## config.mk

```make
export PLATFORM = sky130hd
export DESIGN_NAME = flash_bank_mode_ctl
export DESIGN_NICKNAME = d
export VERILOG_FILES = /design/src/verilog/flash_ctl_pkg.sv /design/src/verilog/flash_pins_if.sv /design/src/verilog/bank_decode.sv /design/src/verilog/write_cycle_detect.sv /design/src/verilog/flash_bank_mode_ctl.sv
export SDC_FILE = /design/constraint.sdc
export NUM_CORES = 1
export LEC_CHECK = 0
export BUFFER_PORTS_ARGS = -buffer_cell sky130_fd_sc_hd__buf_2
export CAP_MARGIN = 20
export CORE_MARGIN = 2
export CORE_UTILIZATION = 30
export CTS_CLUSTER_SIZE = 25
export DETAILED_ROUTE_END_ITERATION = 10
export PLACE_DENSITY_LB_ADDON = 0.12
export SLEW_MARGIN = 20
export SYNTH_ARGS = -nofsm -noshare
export SYNTH_HDL_FRONTEND = slang
export SYNTH_HIERARCHICAL = 1
export SYNTH_SLANG_ARGS = --single-unit
```

## constraint.sdc

```tcl
create_clock -name clk -period 5.55 [get_ports clk]
set_input_delay 1.11 -clock clk [delete_from_list [all_inputs] [get_ports clk]]
set_output_delay 1.11 -clock clk [all_outputs]
set_load 0.01 [all_outputs]
```

## src/verilog/flash_ctl_pkg.sv

```systemverilog
// constants and types shared by the flash mode and reset control
package flash_ctl_pkg;
	// --------------------------------------------------------------
	// timing
	// --------------------------------------------------------------
	localparam int CLK_PERIOD_NS = 50;
	localparam int ADDR_ACCESS_NS = 60;
	localparam int SLEEP_EXTRA_NS = 60;
	localparam int SELECT_ACCESS_NS = 60;
	localparam int SLOW_CLK_MHZ = 5;
	localparam int RESET_IDLE_NS = 500;
	localparam int RESET_BUSY_US = 11;
	localparam int SLEEP_CYC =
		(ADDR_ACCESS_NS + SLEEP_EXTRA_NS + CLK_PERIOD_NS - 1) / CLK_PERIOD_NS;
	localparam int ACCESS_CYC = (ADDR_ACCESS_NS + CLK_PERIOD_NS - 1) / CLK_PERIOD_NS;
	localparam int SELECT_CYC =
		(SELECT_ACCESS_NS + CLK_PERIOD_NS - 1) / CLK_PERIOD_NS;
	localparam int SLOW_CLK_CYC = 1000 / SLOW_CLK_MHZ / CLK_PERIOD_NS;
	localparam int RESET_IDLE_CYC = RESET_IDLE_NS / CLK_PERIOD_NS;
	localparam int RESET_BUSY_CYC = RESET_BUSY_US * 1000 / CLK_PERIOD_NS;
	localparam int CNT_W = 8;
	// --------------------------------------------------------------
	// command bytes on the low data byte
	// --------------------------------------------------------------
	localparam logic [7:0] CMD_UNLOCK_A = 8'hAA;
	localparam logic [7:0] CMD_UNLOCK_B = 8'h55;
	localparam logic [7:0] CMD_PROGRAM = 8'hA0;
	localparam logic [7:0] CMD_ERASE_SECT = 8'h30;
	localparam logic [7:0] CMD_ERASE_CHIP = 8'h10;
	localparam logic [7:0] CMD_SUSPEND = 8'hB0;
	localparam logic [7:0] CMD_RESUME = 8'h3C;
	localparam logic [7:0] CMD_RESET = 8'hF0;
	localparam logic [7:0] CMD_AUTOSEL = 8'h90;
	localparam logic [7:0] CMD_BYPASS = 8'h20;
	localparam logic [7:0] CMD_BYPASS_EXIT = 8'h0F;
	localparam logic [7:0] CMD_QUERY = 8'h98;
	localparam logic [7:0] CMD_PROTECT = 8'h60;
	localparam logic [7:0] CMD_PW_UNLOCK = 8'h25;
	localparam logic [7:0] CMD_PW_PROGRAM = 8'h38;
	// --------------------------------------------------------------
	// types
	// --------------------------------------------------------------
	typedef enum logic [1:0] {SEQ_IDLE = 2'h0, SEQ_UNLOCK1 = 2'h1,
		SEQ_UNLOCK2 = 2'h3, SEQ_ARG = 2'h2} seq_t;
	typedef enum logic [2:0] {OP_PROGRAM, OP_ERASE, OP_PROTECT,
		OP_PW_UNLOCK, OP_PW_PROGRAM} op_t;
	typedef enum logic [1:0] {MODE_ARRAY, MODE_AUTOSEL, MODE_QUERY} mode_t;
	typedef enum logic [1:0] {SRC_ARRAY, SRC_STATUS, SRC_IDENT,
		SRC_QUERY} src_t;
endpackage : flash_ctl_pkg

```

## src/verilog/flash_pins_if.sv

```systemverilog
// synchronised pin view passed from the write detector to the controller
`timescale 1ns/1ns
`default_nettype none
interface flash_pins_if #(parameter int ADDR_W = 19);
	logic chipSelN;
	logic outEnN;
	logic writeEnN;
	logic hwResetN;
	logic boost;
	logic writeProtectN;
	logic [ADDR_W-1:0] address;
	logic [ADDR_W-1:0] writeAddr;
	logic [7:0] data;
	logic writeStb;
	logic addrLatch;
	logic clkRise;
	logic clkHigh;
	modport detect (output chipSelN, outEnN, writeEnN, hwResetN, boost,
		writeProtectN, address, writeAddr, data, writeStb, addrLatch,
		clkRise, clkHigh);
	modport ctl (input chipSelN, outEnN, writeEnN, hwResetN, boost,
		writeProtectN, address, writeAddr, data, writeStb, addrLatch,
		clkRise, clkHigh);
endinterface : flash_pins_if
`default_nettype wire

```

## src/verilog/bank_decode.sv

```systemverilog
// maps the two top address bits to a bank for the ordering option
`timescale 1ns/1ns
`default_nettype none
module bank_decode
(
	input wire logic [1:0] bankSelectBits,
	input wire logic orderOption,
	output logic bank,
	output logic smallBank
);
	// bank and size decode
	always_comb
	begin
		bank = orderOption ? (&bankSelectBits) : (|bankSelectBits);
		smallBank = (bank == orderOption);
	end
endmodule : bank_decode
`default_nettype wire

```

## src/verilog/write_cycle_detect.sv

```systemverilog
// pin synchronisers and asynchronous / synchronous write cycle detection
`timescale 1ns/1ns
`default_nettype none
module write_cycle_detect
	import flash_ctl_pkg::*;
#(
	parameter int ADDR_W = 19
)
(
	input wire logic clk,
	input wire logic reset_n,
	input wire logic chipSelN,
	input wire logic outEnN,
	input wire logic writeEnN,
	input wire logic addressValidN,
	input wire logic flashClk,
	input wire logic hwResetN,
	input wire logic programBoostInput,
	input wire logic writeProtectN,
	input wire logic [ADDR_W-1:0] address,
	input wire logic [7:0] lowDataByte,
	flash_pins_if.detect pins
);
	localparam int W = ADDR_W + 16;
	// idle pin levels, so no false edge follows reset
	localparam logic [W-1:0] SYNC_IDLE = {8'hF5, {(ADDR_W + 8){1'b0}}};
	logic [W-1:0] sync1_r;
	logic [W-1:0] sync2_r;
	logic weDly_r;
	logic clkDly_r;
	logic [1:0] settle_r;
	logic latchValid_r;
	logic [ADDR_W-1:0] latchAddr_r;
	logic armed;
	logic avS;
	logic clkS;

	// --------------------------------------------------------------
	// two-stage synchronisers
	// --------------------------------------------------------------
	always_ff @(posedge clk)
	begin
		if (!reset_n)
		begin
			sync1_r <= SYNC_IDLE;
			sync2_r <= SYNC_IDLE;
		end
		else
		begin
			sync1_r <= {chipSelN, outEnN, writeEnN, addressValidN, flashClk,
				hwResetN, programBoostInput, writeProtectN, address,
				lowDataByte};
			sync2_r <= sync1_r;
		end
	end

	assign {pins.chipSelN, pins.outEnN, pins.writeEnN, avS, clkS,
		pins.hwResetN, pins.boost, pins.writeProtectN, pins.address,
		pins.data} = sync2_r;

	// edge history and settle guard after reset
	always_ff @(posedge clk)
	begin
		if (!reset_n)
		begin
			weDly_r <= 1'b1;
			clkDly_r <= 1'b0;
			settle_r <= 2'h0;
		end
		else
		begin
			weDly_r <= pins.writeEnN;
			clkDly_r <= clkS;
			if (!armed)
				settle_r <= settle_r + 2'h1;
		end
	end

	assign armed = (settle_r == 2'h3);
	assign pins.clkRise = armed & clkS & !clkDly_r;
	assign pins.clkHigh = clkS;
	// address latched by the clock while address-valid is low
	assign pins.addrLatch = pins.clkRise & !avS & !pins.chipSelN
		& pins.outEnN;
	// data taken on the rising write-enable with output-enable high
	assign pins.writeStb = armed & pins.writeEnN & !weDly_r
		& !pins.chipSelN & pins.outEnN;

	// synchronous write address capture
	always_ff @(posedge clk)
	begin
		if (!reset_n)
		begin
			latchValid_r <= 1'b0;
			latchAddr_r <= '0;
		end
		else if (pins.chipSelN)
			latchValid_r <= 1'b0;
		else if (pins.addrLatch)
		begin
			latchValid_r <= 1'b1;
			latchAddr_r <= pins.address;
		end
	end

	assign pins.writeAddr = latchValid_r ? latchAddr_r : pins.address;
endmodule : write_cycle_detect
`default_nettype wire

```

## src/verilog/flash_bank_mode_ctl.sv

```systemverilog
// bank, command, sleep, standby and reset control of a two-bank flash
// Behaviour
// - option 00: top bits 00 are bank 0, 01 or 1X bank 1.
// - option 01: top bits 0X or 10 are bank 0, 11 bank 1.
// - option 00 makes bank 0 small; option 01 makes bank 1 small.
// - reads of the idle bank are served while the other bank works.
// - erase suspend allows reads and programs outside the suspended sector.
// - concurrency covers array reads, not query mode or password program.
// - protect and password unlock: big bank array, small bank status.
// - unlock bypass programs in two write cycles instead of four.
// - erase targets one sector, several sectors or the whole array.
// - identification mode returns codes on the low data byte.
// - synchronous writes latch the address with clock and address-valid.
// - boost input at high voltage enters unlock bypass automatically.
// - write-protected sectors block program and sector erase; chip erase launches without the check.
// - async sleep after stable address for access time plus 60 ns.
// - sync sleep on long first clock level or clock below 5 MHz.
// - select and reset high give standby; reads wait select access time.
// - deselecting never aborts a running program or erase.
// - reset low returns to read state and tristates the data outputs.
// - reset during an operation holds ready/busy low up to 11 us.
// - idle banks readable 500 ns after reset; busy banks after 11 us.
// - after reset the device reads the array without any command.
// - write protect guards the two outermost sectors of a boot block.
`timescale 1ns/1ns
`default_nettype none
module flash_bank_mode_ctl
	import flash_ctl_pkg::*;
#(
	parameter int ADDR_W = 19,
	parameter int SECT_W = 6
)
(
	input wire logic clk,
	input wire logic reset_n,
	input wire logic chipSelN,
	input wire logic outEnN,
	input wire logic writeEnN,
	input wire logic addressValidN,
	input wire logic flashClk,
	input wire logic hwResetN,
	input wire logic programBoostInput,
	input wire logic writeProtectN,
	input wire logic [ADDR_W-1:0] address,
	input wire logic [7:0] lowDataByte,
	input wire logic orderOption,
	input wire logic syncMode,
	input wire logic topBoot,
	input wire logic [1:0] coreDone,
	output logic readyBusyN,
	output logic dataOutEnN,
	output src_t dataSource,
	output logic readBank,
	output logic readSmallBank,
	output logic autoSleepMode,
	output logic standby,
	output logic bypassMode,
	output mode_t readMode,
	output logic eraseSuspended,
	output logic coreStart,
	output op_t coreKind,
	output logic [1:0] coreBanks,
	output logic [SECT_W-1:0] coreSector,
	output logic coreChip
);
	if (ADDR_W < SECT_W || SECT_W < 2 || RESET_BUSY_CYC >= 2 ** CNT_W)
		$error("flash_bank_mode_ctl: unsupported widths");

	flash_pins_if #(.ADDR_W(ADDR_W)) pins ();
	seq_t seq_r;
	op_t opKind_r;
	logic [1:0] busy_r;
	logic suspended_r;
	logic suspBank_r;
	logic suspProg_r;
	logic [SECT_W-1:0] suspSector_r;
	logic [SECT_W-1:0] eraseSector_r;
	logic [CNT_W-1:0] recCnt_r [2];
	logic [1:0] wasBusy_r;
	logic hwRstDly_r;
	logic [CNT_W-1:0] selCnt_r;
	logic [CNT_W-1:0] sleepCnt_r;
	logic [CNT_W-1:0] highCnt_r;
	logic [ADDR_W-1:0] addrPrev_r;
	logic rdBank, rdSmall, wrBank, wrSmall;
	logic wrStb, protectHit, progOk, eraseOk, reading, rstHold;
	logic launch, launchChip;
	logic [1:0] launchMask;
	op_t launchOp;
	src_t srcNxt;
	logic [SECT_W-1:0] wrSector, rdSector;

	// --------------------------------------------------------------
	// pin capture and bank decode
	// --------------------------------------------------------------
	write_cycle_detect #(.ADDR_W(ADDR_W)) u_detect (
		.clk(clk), .reset_n(reset_n), .chipSelN(chipSelN),
		.outEnN(outEnN), .writeEnN(writeEnN),
		.addressValidN(addressValidN), .flashClk(flashClk),
		.hwResetN(hwResetN), .programBoostInput(programBoostInput),
		.writeProtectN(writeProtectN), .address(address),
		.lowDataByte(lowDataByte), .pins(pins.detect));
	bank_decode u_readBank (.bankSelectBits(pins.address[ADDR_W-1 -: 2]),
		.orderOption(orderOption), .bank(rdBank), .smallBank(rdSmall));
	bank_decode u_writeBank (.bankSelectBits(pins.writeAddr[ADDR_W-1 -: 2]),
		.orderOption(orderOption), .bank(wrBank), .smallBank(wrSmall));

	assign rdSector = pins.address[ADDR_W-1 -: SECT_W];
	assign wrSector = pins.writeAddr[ADDR_W-1 -: SECT_W];
	assign wrStb = pins.writeStb & pins.hwResetN;
	// the two outermost sectors of the chosen boot end
	assign protectHit = !pins.writeProtectN && (topBoot
		? (wrSector[SECT_W-1:1] == '1)
		: (wrSector[SECT_W-1:1] == '0));
	assign progOk = !protectHit && (!busy_r[wrBank] || (suspended_r
		&& !suspProg_r && suspBank_r == wrBank
		&& wrSector != suspSector_r));
	assign eraseOk = !protectHit && (!busy_r[wrBank]
		|| (opKind_r == OP_ERASE && !suspended_r));

	// --------------------------------------------------------------
	// command decode into operation launches
	// --------------------------------------------------------------
	always_comb
	begin
		launch = 1'b0;
		launchChip = 1'b0;
		launchOp = OP_PROGRAM;
		launchMask = 2'b01 << wrBank;
		if (wrStb && seq_r == SEQ_ARG)
			launch = progOk;
		else if (wrStb && seq_r == SEQ_UNLOCK2)
		begin
			case (pins.data)
				CMD_ERASE_SECT:
				begin
					launch = eraseOk;
					launchOp = OP_ERASE;
				end
				CMD_ERASE_CHIP:
				begin
					launch = (busy_r == 2'b00);
					launchOp = OP_ERASE;
					launchChip = 1'b1;
					launchMask = 2'b11;
				end
				CMD_PROTECT, CMD_PW_UNLOCK:
				begin
					launch = (busy_r == 2'b00);
					launchOp = (pins.data == CMD_PROTECT) ? OP_PROTECT
						: OP_PW_UNLOCK;
					launchMask = 2'b01 << orderOption;
				end
				CMD_PW_PROGRAM:
				begin
					launch = (busy_r == 2'b00);
					launchOp = OP_PW_PROGRAM;
					launchMask = 2'b11;
				end
				default:
					launch = 1'b0;
			endcase
		end
	end

	// command sequencer and read mode
	always_ff @(posedge clk)
	begin
		if (!reset_n || !pins.hwResetN)
		begin
			seq_r <= SEQ_IDLE;
			readMode <= MODE_ARRAY;
			bypassMode <= 1'b0;
		end
		else
		begin
			if (pins.boost)
				bypassMode <= 1'b1;
			if (wrStb && pins.data == CMD_RESET)
			begin
				seq_r <= SEQ_IDLE;
				readMode <= MODE_ARRAY;
			end
			else if (wrStb)
			begin
				case (seq_r)
					SEQ_IDLE:
						if (pins.data == CMD_UNLOCK_A)
							seq_r <= SEQ_UNLOCK1;
						else if (bypassMode && pins.data == CMD_PROGRAM)
							seq_r <= SEQ_ARG;
						else if (pins.data == CMD_BYPASS_EXIT && !pins.boost)
							bypassMode <= 1'b0;
					SEQ_UNLOCK1:
						seq_r <= (pins.data == CMD_UNLOCK_B) ? SEQ_UNLOCK2
							: SEQ_IDLE;
					SEQ_UNLOCK2:
					begin
						seq_r <= (pins.data == CMD_PROGRAM) ? SEQ_ARG : SEQ_IDLE;
						if (pins.data == CMD_AUTOSEL)
							readMode <= MODE_AUTOSEL;
						if (pins.data == CMD_QUERY)
							readMode <= MODE_QUERY;
						if (pins.data == CMD_BYPASS)
							bypassMode <= 1'b1;
					end
					SEQ_ARG:
						seq_r <= SEQ_IDLE;
					default:
						seq_r <= SEQ_IDLE;
				endcase
			end
		end
	end

	// --------------------------------------------------------------
	// per-bank busy, suspend and core handoff
	// --------------------------------------------------------------
	always_ff @(posedge clk)
	begin
		if (!reset_n || !pins.hwResetN)
		begin
			busy_r <= 2'b00;
			opKind_r <= OP_PROGRAM;
			eraseSector_r <= '0;
		end
		else
		begin
			// a deselect never touches busy; only the core or a hardware reset ends an operation
			busy_r <= (busy_r & ~(coreDone & ~({2{suspProg_r}})))
				| (launch ? launchMask : 2'b00);
			if (launch && !suspended_r)
				opKind_r <= launchOp;
			if (launch && launchOp == OP_ERASE)
				eraseSector_r <= wrSector;
		end
	end

	// erase suspend and program inside a suspended bank
	always_ff @(posedge clk)
	begin
		if (!reset_n || !pins.hwResetN)
		begin
			suspended_r <= 1'b0;
			suspBank_r <= 1'b0;
			suspProg_r <= 1'b0;
			suspSector_r <= '0;
		end
		else
		begin
			if (wrStb && seq_r == SEQ_IDLE && pins.data == CMD_SUSPEND
				&& opKind_r == OP_ERASE && busy_r != 2'b00)
			begin
				suspended_r <= 1'b1;
				suspBank_r <= busy_r[1] & !busy_r[0];
				suspSector_r <= eraseSector_r;
			end
			else if (wrStb && seq_r == SEQ_IDLE && pins.data == CMD_RESUME
				&& !suspProg_r)
				suspended_r <= 1'b0;
			if (launch && suspended_r)
				suspProg_r <= 1'b1;
			else if (coreDone[suspBank_r])
				suspProg_r <= 1'b0;
		end
	end

	// core start pulse with target
	always_ff @(posedge clk)
	begin
		if (!reset_n)
		begin
			coreStart <= 1'b0;
			coreKind <= OP_PROGRAM;
			coreBanks <= 2'b00;
			coreSector <= '0;
			coreChip <= 1'b0;
		end
		else
		begin
			coreStart <= launch;
			if (launch)
			begin
				coreKind <= launchOp;
				coreBanks <= launchMask;
				coreSector <= wrSector;
				coreChip <= launchChip;
			end
		end
	end

	assign eraseSuspended = suspended_r;

	// --------------------------------------------------------------
	// hardware reset recovery per bank
	// --------------------------------------------------------------
	always_ff @(posedge clk)
	begin
		if (!reset_n)
		begin
			hwRstDly_r <= 1'b1;
			wasBusy_r <= 2'b00;
			recCnt_r[0] <= '0;
			recCnt_r[1] <= '0;
		end
		else
		begin
			hwRstDly_r <= pins.hwResetN;
			for (int b = 0; b < 2; b++)
			begin
				if (hwRstDly_r && !pins.hwResetN)
				begin
					wasBusy_r[b] <= busy_r[b];
					recCnt_r[b] <= busy_r[b] ? CNT_W'(RESET_BUSY_CYC)
						: CNT_W'(RESET_IDLE_CYC);
				end
				else if (recCnt_r[b] != '0)
					recCnt_r[b] <= recCnt_r[b] - 1'b1;
			end
		end
	end

	assign rstHold = (wasBusy_r[0] && recCnt_r[0] != '0)
		|| (wasBusy_r[1] && recCnt_r[1] != '0);

	// ready/busy
	always_ff @(posedge clk)
	begin
		if (!reset_n)
			readyBusyN <= 1'b1;
		else
			readyBusyN <= !(rstHold || suspProg_r || (!suspended_r
				&& busy_r != 2'b00));
	end

	// --------------------------------------------------------------
	// standby, read path and output enable
	// --------------------------------------------------------------
	always_ff @(posedge clk)
	begin
		if (!reset_n)
		begin
			standby <= 1'b0;
			selCnt_r <= '0;
		end
		else
		begin
			standby <= pins.chipSelN & pins.hwResetN;
			if (pins.chipSelN)
				selCnt_r <= CNT_W'(SELECT_CYC);
			else if (selCnt_r != '0)
				selCnt_r <= selCnt_r - 1'b1;
		end
	end

	assign reading = !pins.chipSelN && !pins.outEnN && pins.writeEnN
		&& pins.hwResetN && selCnt_r == '0;

	// data source for the addressed bank
	always_comb
	begin
		srcNxt = SRC_ARRAY;
		if (readMode == MODE_AUTOSEL)
			srcNxt = SRC_IDENT;
		else if (readMode == MODE_QUERY)
			srcNxt = (busy_r != 2'b00) ? SRC_STATUS : SRC_QUERY;
		else if (recCnt_r[rdBank] != '0)
			srcNxt = SRC_STATUS;
		else if (busy_r[rdBank] && !(suspended_r && !suspProg_r
			&& suspBank_r == rdBank && rdSector != suspSector_r))
			srcNxt = SRC_STATUS;
	end

	always_ff @(posedge clk)
	begin
		if (!reset_n)
		begin
			dataOutEnN <= 1'b1;
			dataSource <= SRC_ARRAY;
			readBank <= 1'b0;
			readSmallBank <= 1'b0;
		end
		else
		begin
			dataOutEnN <= !reading;
			dataSource <= srcNxt;
			readBank <= rdBank;
			readSmallBank <= rdSmall;
		end
	end

	// --------------------------------------------------------------
	// automatic sleep
	// --------------------------------------------------------------
	always_ff @(posedge clk)
	begin
		if (!reset_n)
		begin
			autoSleepMode <= 1'b0;
			sleepCnt_r <= '0;
			highCnt_r <= '0;
			addrPrev_r <= '0;
		end
		else
		begin
			addrPrev_r <= pins.address;
			if (!syncMode)
			begin
				highCnt_r <= '0;
				if (pins.address != addrPrev_r)
				begin
					sleepCnt_r <= '0;
					autoSleepMode <= 1'b0;
				end
				else if (sleepCnt_r < CNT_W'(SLEEP_CYC))
					sleepCnt_r <= sleepCnt_r + 1'b1;
				else
					autoSleepMode <= 1'b1;
			end
			else if (pins.addrLatch)
			begin
				sleepCnt_r <= '0;
				highCnt_r <= '0;
				autoSleepMode <= 1'b0;
			end
			else
			begin
				sleepCnt_r <= pins.clkRise ? '0 : sleepCnt_r
					+ CNT_W'(sleepCnt_r != '1);
				highCnt_r <= pins.clkHigh ? highCnt_r
					+ CNT_W'(highCnt_r != '1) : '0;
				if (sleepCnt_r > CNT_W'(SLOW_CLK_CYC)
					|| highCnt_r > CNT_W'(ACCESS_CYC))
					autoSleepMode <= 1'b1;
			end
		end
	end
endmodule : flash_bank_mode_ctl
`default_nettype wire

```

== Yosys cells after proc, flatten, opt, wreduce, memory -nomap -nowiden ==
Memory sizes are Yosys's and may differ from the RTL's.
Index checks and enable logic that the tools add are counted.

* Output and inout port bits: 25
* Memories: 1
* Register bits: 186
* Input bits: 42
* RAM bits: 16

* Equality and inequality tests: 35
* Mux-type cells: 78
* Magnitude comparators: 6
* $add $sub $neg: 7
* Shift operators: 2
* Reduce and logical (&&, ||, !) cells: 86
* Bitwise operators: 25

{| class="wikitable"
|+ Memories
! name !! depth !! width !! rd ports !! clocked after Yosys merged registers in !! write ports !! RTL line !! source
|-
| recCnt_r || 2 || 8 || 3 || 0 || 2 || flash_bank_mode_ctl.sv:78 || <nowiki>logic [CNT_W-1:0] recCnt_r [2];</nowiki>
|}

{| class="wikitable"
|+ Operators with widths
! kind !! count
|-
| $mux W8 || 11
|-
| $eq A8 B8 Y1 const B || 6
|-
| $mux W1 || 45
|-
| $eq A8 B6 Y1 const B || 5
|-
| $logic_and A1 B1 Y1 || 32
|-
| $reduce_bool A8 Y1 || 4
|-
| $mux W2 || 14
|-
| $sub A8 B1 Y8 const B || 3
|-
| $mux W19 || 1
|-
| $ne A19 B19 Y1 || 1
|-
| $logic_not A1 Y1 || 17
|-
| $add A8 B1 Y8 || 2
|-
| $eq A8 B7 Y1 const B || 2
|-
| $ne A8 B8 Y1 const B || 2
|-
| $reduce_or A2 Y1 || 8
|-
| $and A1 B1 Y1 || 12
|-
| $ne A6 B6 Y1 || 2
|-
| $reduce_and A2 Y1 || 5
|-
| $reduce_bool A2 Y1 || 5
|-
| $pmux W3 S3 || 1
|-
| $add A8 B1 Y8 const B || 1
|-
| $eq A2 B2 Y1 const B || 4
|-
| $eq A8 B4 Y1 const B || 1
|-
| $eq A8 B5 Y1 const B || 1
|-
| other kinds (28) || 54
|}

== Longest topological paths before layout ==
* Word-level depth: 13
* Gate-level depth with buffers: 11
* Depth with buffers taken out: 9

== By module ==
The synthesis kept the hierarchy.

{| class="wikitable"
|+ Modules (own cells, without submodules)
! module !! cells each !! area each (um^2) !! times used
|-
| flash_bank_mode_ctl || 603 || 5376.4 || 1
|-
| write_cycle_detect || 298 || 3266.9 || 1
|-
| bank_decode || 5 || 28.8 || 2
|}

== Worst setup path after synthesis ==
OpenSTA, ideal clock, no wires.

* Path type: in2reg
* Start: input port orderOption
* End: register coreChip
* Setup time: 70 ps
* Arrival: 2859 ps
* Setup slack: 2621 ps
* Stages on the path: 9
* Path through: inv_1 -> maj3_1 -> mux2_2 -> nand3_1 -> o2111ai_1 -> a21o_1 -> clkbuf_1 -> nand3_1 -> a21oi_1

* Word-level cells in the longest chain between the ends: 9
* Elaborated cells on any way between the ends: 14
* Those cells by class: eq/ne (1); mux (6); reduce/logical (7)

{| class="wikitable"
|+ RTL lines
! what !! RTL line !! source
|-
| start: declaration || flash_bank_mode_ctl.sv:46 || <nowiki>input wire logic orderOption,</nowiki>
|-
| $mux W1 (*) || bank_decode.sv:14 || <nowiki>bank = orderOption ? (&bankSelectBits) : (|bankSelectBits);</nowiki>
|-
| named net wrBank || flash_bank_mode_ctl.sv:85 || <nowiki>logic rdBank, rdSmall, wrBank, wrSmall;</nowiki>
|-
| $mux W1 (implied by the code) (2 in a row) || flash_bank_mode_ctl.sv:115, flash_bank_mode_ctl.sv:118 ||
|-
| $logic_not A1 Y1 || flash_bank_mode_ctl.sv:115, flash_bank_mode_ctl.sv:118 ||
|-
| $logic_or A1 B1 Y1 || flash_bank_mode_ctl.sv:119 || <nowiki>|| (opKind_r == OP_ERASE && !suspended_r));</nowiki>
|-
| $logic_and A1 B1 Y1 || flash_bank_mode_ctl.sv:118 || <nowiki>assign eraseOk = !protectHit && (!busy_r[wrBank]</nowiki>
|-
| $pmux W1 S2 || flash_bank_mode_ctl.sv:134 || <nowiki>case (pins.data)</nowiki>
|-
| $mux W1 || flash_bank_mode_ctl.sv:132 || <nowiki>else if (wrStb && seq_r == SEQ_UNLOCK2)</nowiki>
|-
| $mux W1 (*) || flash_bank_mode_ctl.sv:130 || <nowiki>if (wrStb && seq_r == SEQ_ARG)</nowiki>
|-
| end signal: assignment || flash_bank_mode_ctl.sv:287 || <nowiki>coreChip <= launchChip;</nowiki>
|-
| end: declaration || flash_bank_mode_ctl.sv:64 || <nowiki>output logic coreChip</nowiki>
|}

The timed path passes the listed nets; every way through them passes the cells marked *. The select of a mux whose other input is x is not followed.
A chain may end at the register's enable or synchronous reset.

== Final worst setup path ==
* Start: register u_detect.latchValid_r
* End: register busy_r[1]

* Word-level cells in the longest chain between the ends: 13
* Elaborated cells on any way between the ends: 29
* Those cells by class: eq/ne (3); shift (1); mux (12); bitwise (1); reduce/logical (12)

{| class="wikitable"
|+ RTL lines
! what !! RTL line !! source
|-
| start: declaration || write_cycle_detect.sv:32 || <nowiki>logic latchValid_r;</nowiki>
|-
| start signal: assignment || write_cycle_detect.sv:94 || <nowiki>latchValid_r <= 1'b0;</nowiki>
|-
| start signal: assignment || write_cycle_detect.sv:98 || <nowiki>latchValid_r <= 1'b0;</nowiki>
|-
| start signal: assignment || write_cycle_detect.sv:101 || <nowiki>latchValid_r <= 1'b1;</nowiki>
|-
| $mux W19 (*) || write_cycle_detect.sv:106 || <nowiki>assign pins.writeAddr = latchValid_r ? latchAddr_r : pins.address;</nowiki>
|-
| named net pins.writeAddr[18] || flash_pins_if.sv:12 || <nowiki>logic [ADDR_W-1:0] writeAddr;</nowiki>
|-
| $reduce_or A2 Y1 or $reduce_and A2 Y1 (tied branches) || bank_decode.sv:14 ||
|-
| $mux W1 (*) || bank_decode.sv:14 ||
|-
| named net wrBank || flash_bank_mode_ctl.sv:85 ||
|-
| $mux W1 (implied by the code) (2 in a row) || flash_bank_mode_ctl.sv:115, flash_bank_mode_ctl.sv:118 ||
|-
| $logic_not A1 Y1 || flash_bank_mode_ctl.sv:115, flash_bank_mode_ctl.sv:118 ||
|-
| $logic_or A1 B1 Y1 || flash_bank_mode_ctl.sv:119 ||
|-
| $logic_and A1 B1 Y1 || flash_bank_mode_ctl.sv:118 ||
|-
| $pmux W1 S2 || flash_bank_mode_ctl.sv:134 ||
|-
| $mux W1 || flash_bank_mode_ctl.sv:132 ||
|-
| $mux W1 || flash_bank_mode_ctl.sv:130 ||
|-
| $mux W2 (*) || flash_bank_mode_ctl.sv:231 || <nowiki>| (launch ? launchMask : 2'b00);</nowiki>
|-
| $or A2 B2 Y2 (*) || flash_bank_mode_ctl.sv:231 ||
|-
| end signal: assignment || flash_bank_mode_ctl.sv:230 || <nowiki>busy_r <= (busy_r & ~(coreDone & ~({2{suspProg_r}})))</nowiki>
|-
| end: declaration || flash_bank_mode_ctl.sv:72 || <nowiki>logic [1:0] busy_r;</nowiki>
|}

Marks and branches as above.

==> out/metrics.yaml <==
status:
  status: "finished, final reports clean"
cts:
  cts_root_buf: "clkbuf_16"
  cts_resized: 0
  post_cts_buffers: 0
  cts_tree: "yes"
  numCtsBuffers: 17
  hold_buffers: 0
  clkLatencyLatePin_ps: 440
  cts.sinks: 189
  clock_tree.htree_level_count: 4
  cts_buffer_depth: 2
  clk_transition_reported_paths_ps: 80
grt:
  grt_start_max_net_pins: 85
  overflow: 0
  grt_pass1_wl_um: 28200
  antenna_found_initial: 0
  grt_pass1_vias: 5282
  track_usage: 0.126
sta:
  final_max_slew_viol_count: 0
  post-route-period-util: 0.582
  relSlewSlack: 0.372
  finalHoldViolCount: 0
  grt_setup_unrepaired: "no"
  tightest_slew_ps: 942
  finalSetupTns_ps: 0
  layout_min_cycle_time_ps: 3230
  hold_ws_ps: 413
  setup-violations-final: 0
  skew_ps: 14.0
  fmax_ghz: 0.309
critical_path:
  arrival_ps: 3600
  worst_setup_path_start_kind: "flip-flop"
  worst_setup_path_end_kind: "flip-flop"
  slowest_delay_ps: 780
  crit_cells: 8
  crit_family: "compound AO/OA/AOI/OAI gates"
  crit_path_top_delay_cell: "a21oi_1"
  critical_path.max_fanout: 13
  required_ps: 5920
  crit_buf_inv: 0
  path_class: "flip-flop to flip-flop"
  crit_chain: "mux2_2, maj3_1, mux2_2, o21ai_0, o2111ai_1, a21oi_1, o21ai_0, a21oi_1"
  reg2regPathDepth: 8
place:
  dp_hpwl_um: 12000
  place.port_buffers: 66
  gp_congestion: 0.756
synth:
  netlist_area_um2: 8050
  syn_area_per_cell_um2: 9.56
  synth_nets: 900
  synthCells: 842
  ys_warn_count: 6
flow_run:
  cap_viol_max_count: 0
floorplanning:
  initial_core_util: 0.307
  row_count: 59
  dieArea_um2: 28100
  dieWidth_um: 168
  boundaryPins: 67
  coreArea_um2: 26200
  die_h_um: 168
pwr:
  leakage_nw: 3.57
  vdd_ir_drop_max_v: 0.000160
  p_per_area_nw_per_um2: 347
final_layout:
  layout.nets: 925
  areaGrowthSynthToFinish_pct: 12.9
  diodes: 0
  fill_cells: 2680
  seq_area_um2: 3940
  fin_util: 0.347
  multi_input_area_um2: 3610
  drive_gt1_frac: 0.140
routing:
  routed_via_density: 4.58
  avgRoutedWirePerCell_um: 14.2
  ant_nets: 0
  routed_wl_um: 17300
  drc: 0
  dr_total_vias: 5565
  first_pass_iters: 5
  drt-initial-drc-count: 317
min_path:
  hold_depth: 1
  hold_class: "flip-flop to flip-flop"
[cells in the final DEF, fill, tap and decap left out, drive strengths merged, types with 6 or more instances in the layout]
cell,instances
xor2,27
inv,36
clkbuf,17
nand2,69
nand2b,24
mux2,7
nor4,13
nand3,30
mux2i,24
nor2,49
xnor2,31
edfxtp,16
and2,87
nand4,7
clkinv,9
a21oi,40
buf,70
ha,16
or3,9
o21ai,31
and3,7
nor2b,6
nor3,17
dfxtp,173
[registers in the layout (all words and copies together) (netlist names), 3 cells and up]
name	cells
coreSector	6
eraseSector_r	6
coreKind	3
suspSector_r	6
opKind_r	3
addrPrev_r	19
selCnt_r	8
u_detect/sync1_r	35
sleepCnt_r	8
highCnt_r	8
u_detect/latchAddr_r	6
recCnt_r	16
u_detect/sync2_r	35
[power by group]
group	leakage (nW)	internal, mW	switching (mW)	total, mW
registers	1.60	1.48	0.0688	1.55
clock network	0.300	0.624	0.648	1.27
logic	1.67	0.155	0.183	0.338
total	3.57	2.26	0.900	3.16
[metrics by stage]
step | cells | setup slack, ps | power [mW] | instance area, µm²
final | 1215 | 2320 | 3.16 | 9080
after global routing | 1215 | 2170 | 3.32 | 9080
after CTS | 1215 | 2390 | 3.20 | 9080
after detailed placement | 1183 | 2010 | 1.92 | 8450
after global placement | 1183 | 2040 | 1.92 | 8450
after floorplan | 842 | 2620 | 1.84 | 8050
[path summary, 6_finish.rpt]
path	start	end	slack (ps)
max reg2reg	u_detect/latchValid_r$_SDFFE_PP0P_	busy_r[1]$_SDFF_PP0_	2320
min	u_detect/sync1_r[34]$_SDFF_PN1_	u_detect/sync2_r[34]$_SDFF_PN1_	410
min reg2reg	u_detect/sync1_r[34]$_SDFF_PN1_	u_detect/sync2_r[34]$_SDFF_PN1_	410
max	u_detect/latchValid_r$_SDFFE_PP0P_	busy_r[1]$_SDFF_PP0_	2320
[per-layer routing]
| layer | vias up | track usage | wire, µm |
|---|---|---|---|
| met2 | 105 | 0.199 | 7810 |
| met3 | 15 | 0.0259 | 540 |
| met4 | 0 | 0.0416 | 246 |
| met1 | 2578 | 0.174 | 8710 |
| li1 | 2867 | - | - |
| met5 | - | 0 | 0 |
[worst reg2reg max path: cells and delay by family, from the launching register on]
family | cells | cell delay (ps)
flops | 1 | 490
mux | 2 | 780
fa+ha+maj | 1 | 440
compound gates | 5 | 1460
[area by class of cell]
| class | instances | area share |
|---|---|---|
| sequential | 189 | 0.434 |
| multi-input combinational | 558 | 0.397 |
| clock buffer | 17 | 0.0468 |
| tap | 335 | 0.0461 |
| timing repair buffer | 70 | 0.0399 |
| clock inverter | 15 | 0.0231 |
| inverter | 31 | 0.0128 |
No activity file was read; power rests on OpenSTA's default activity.
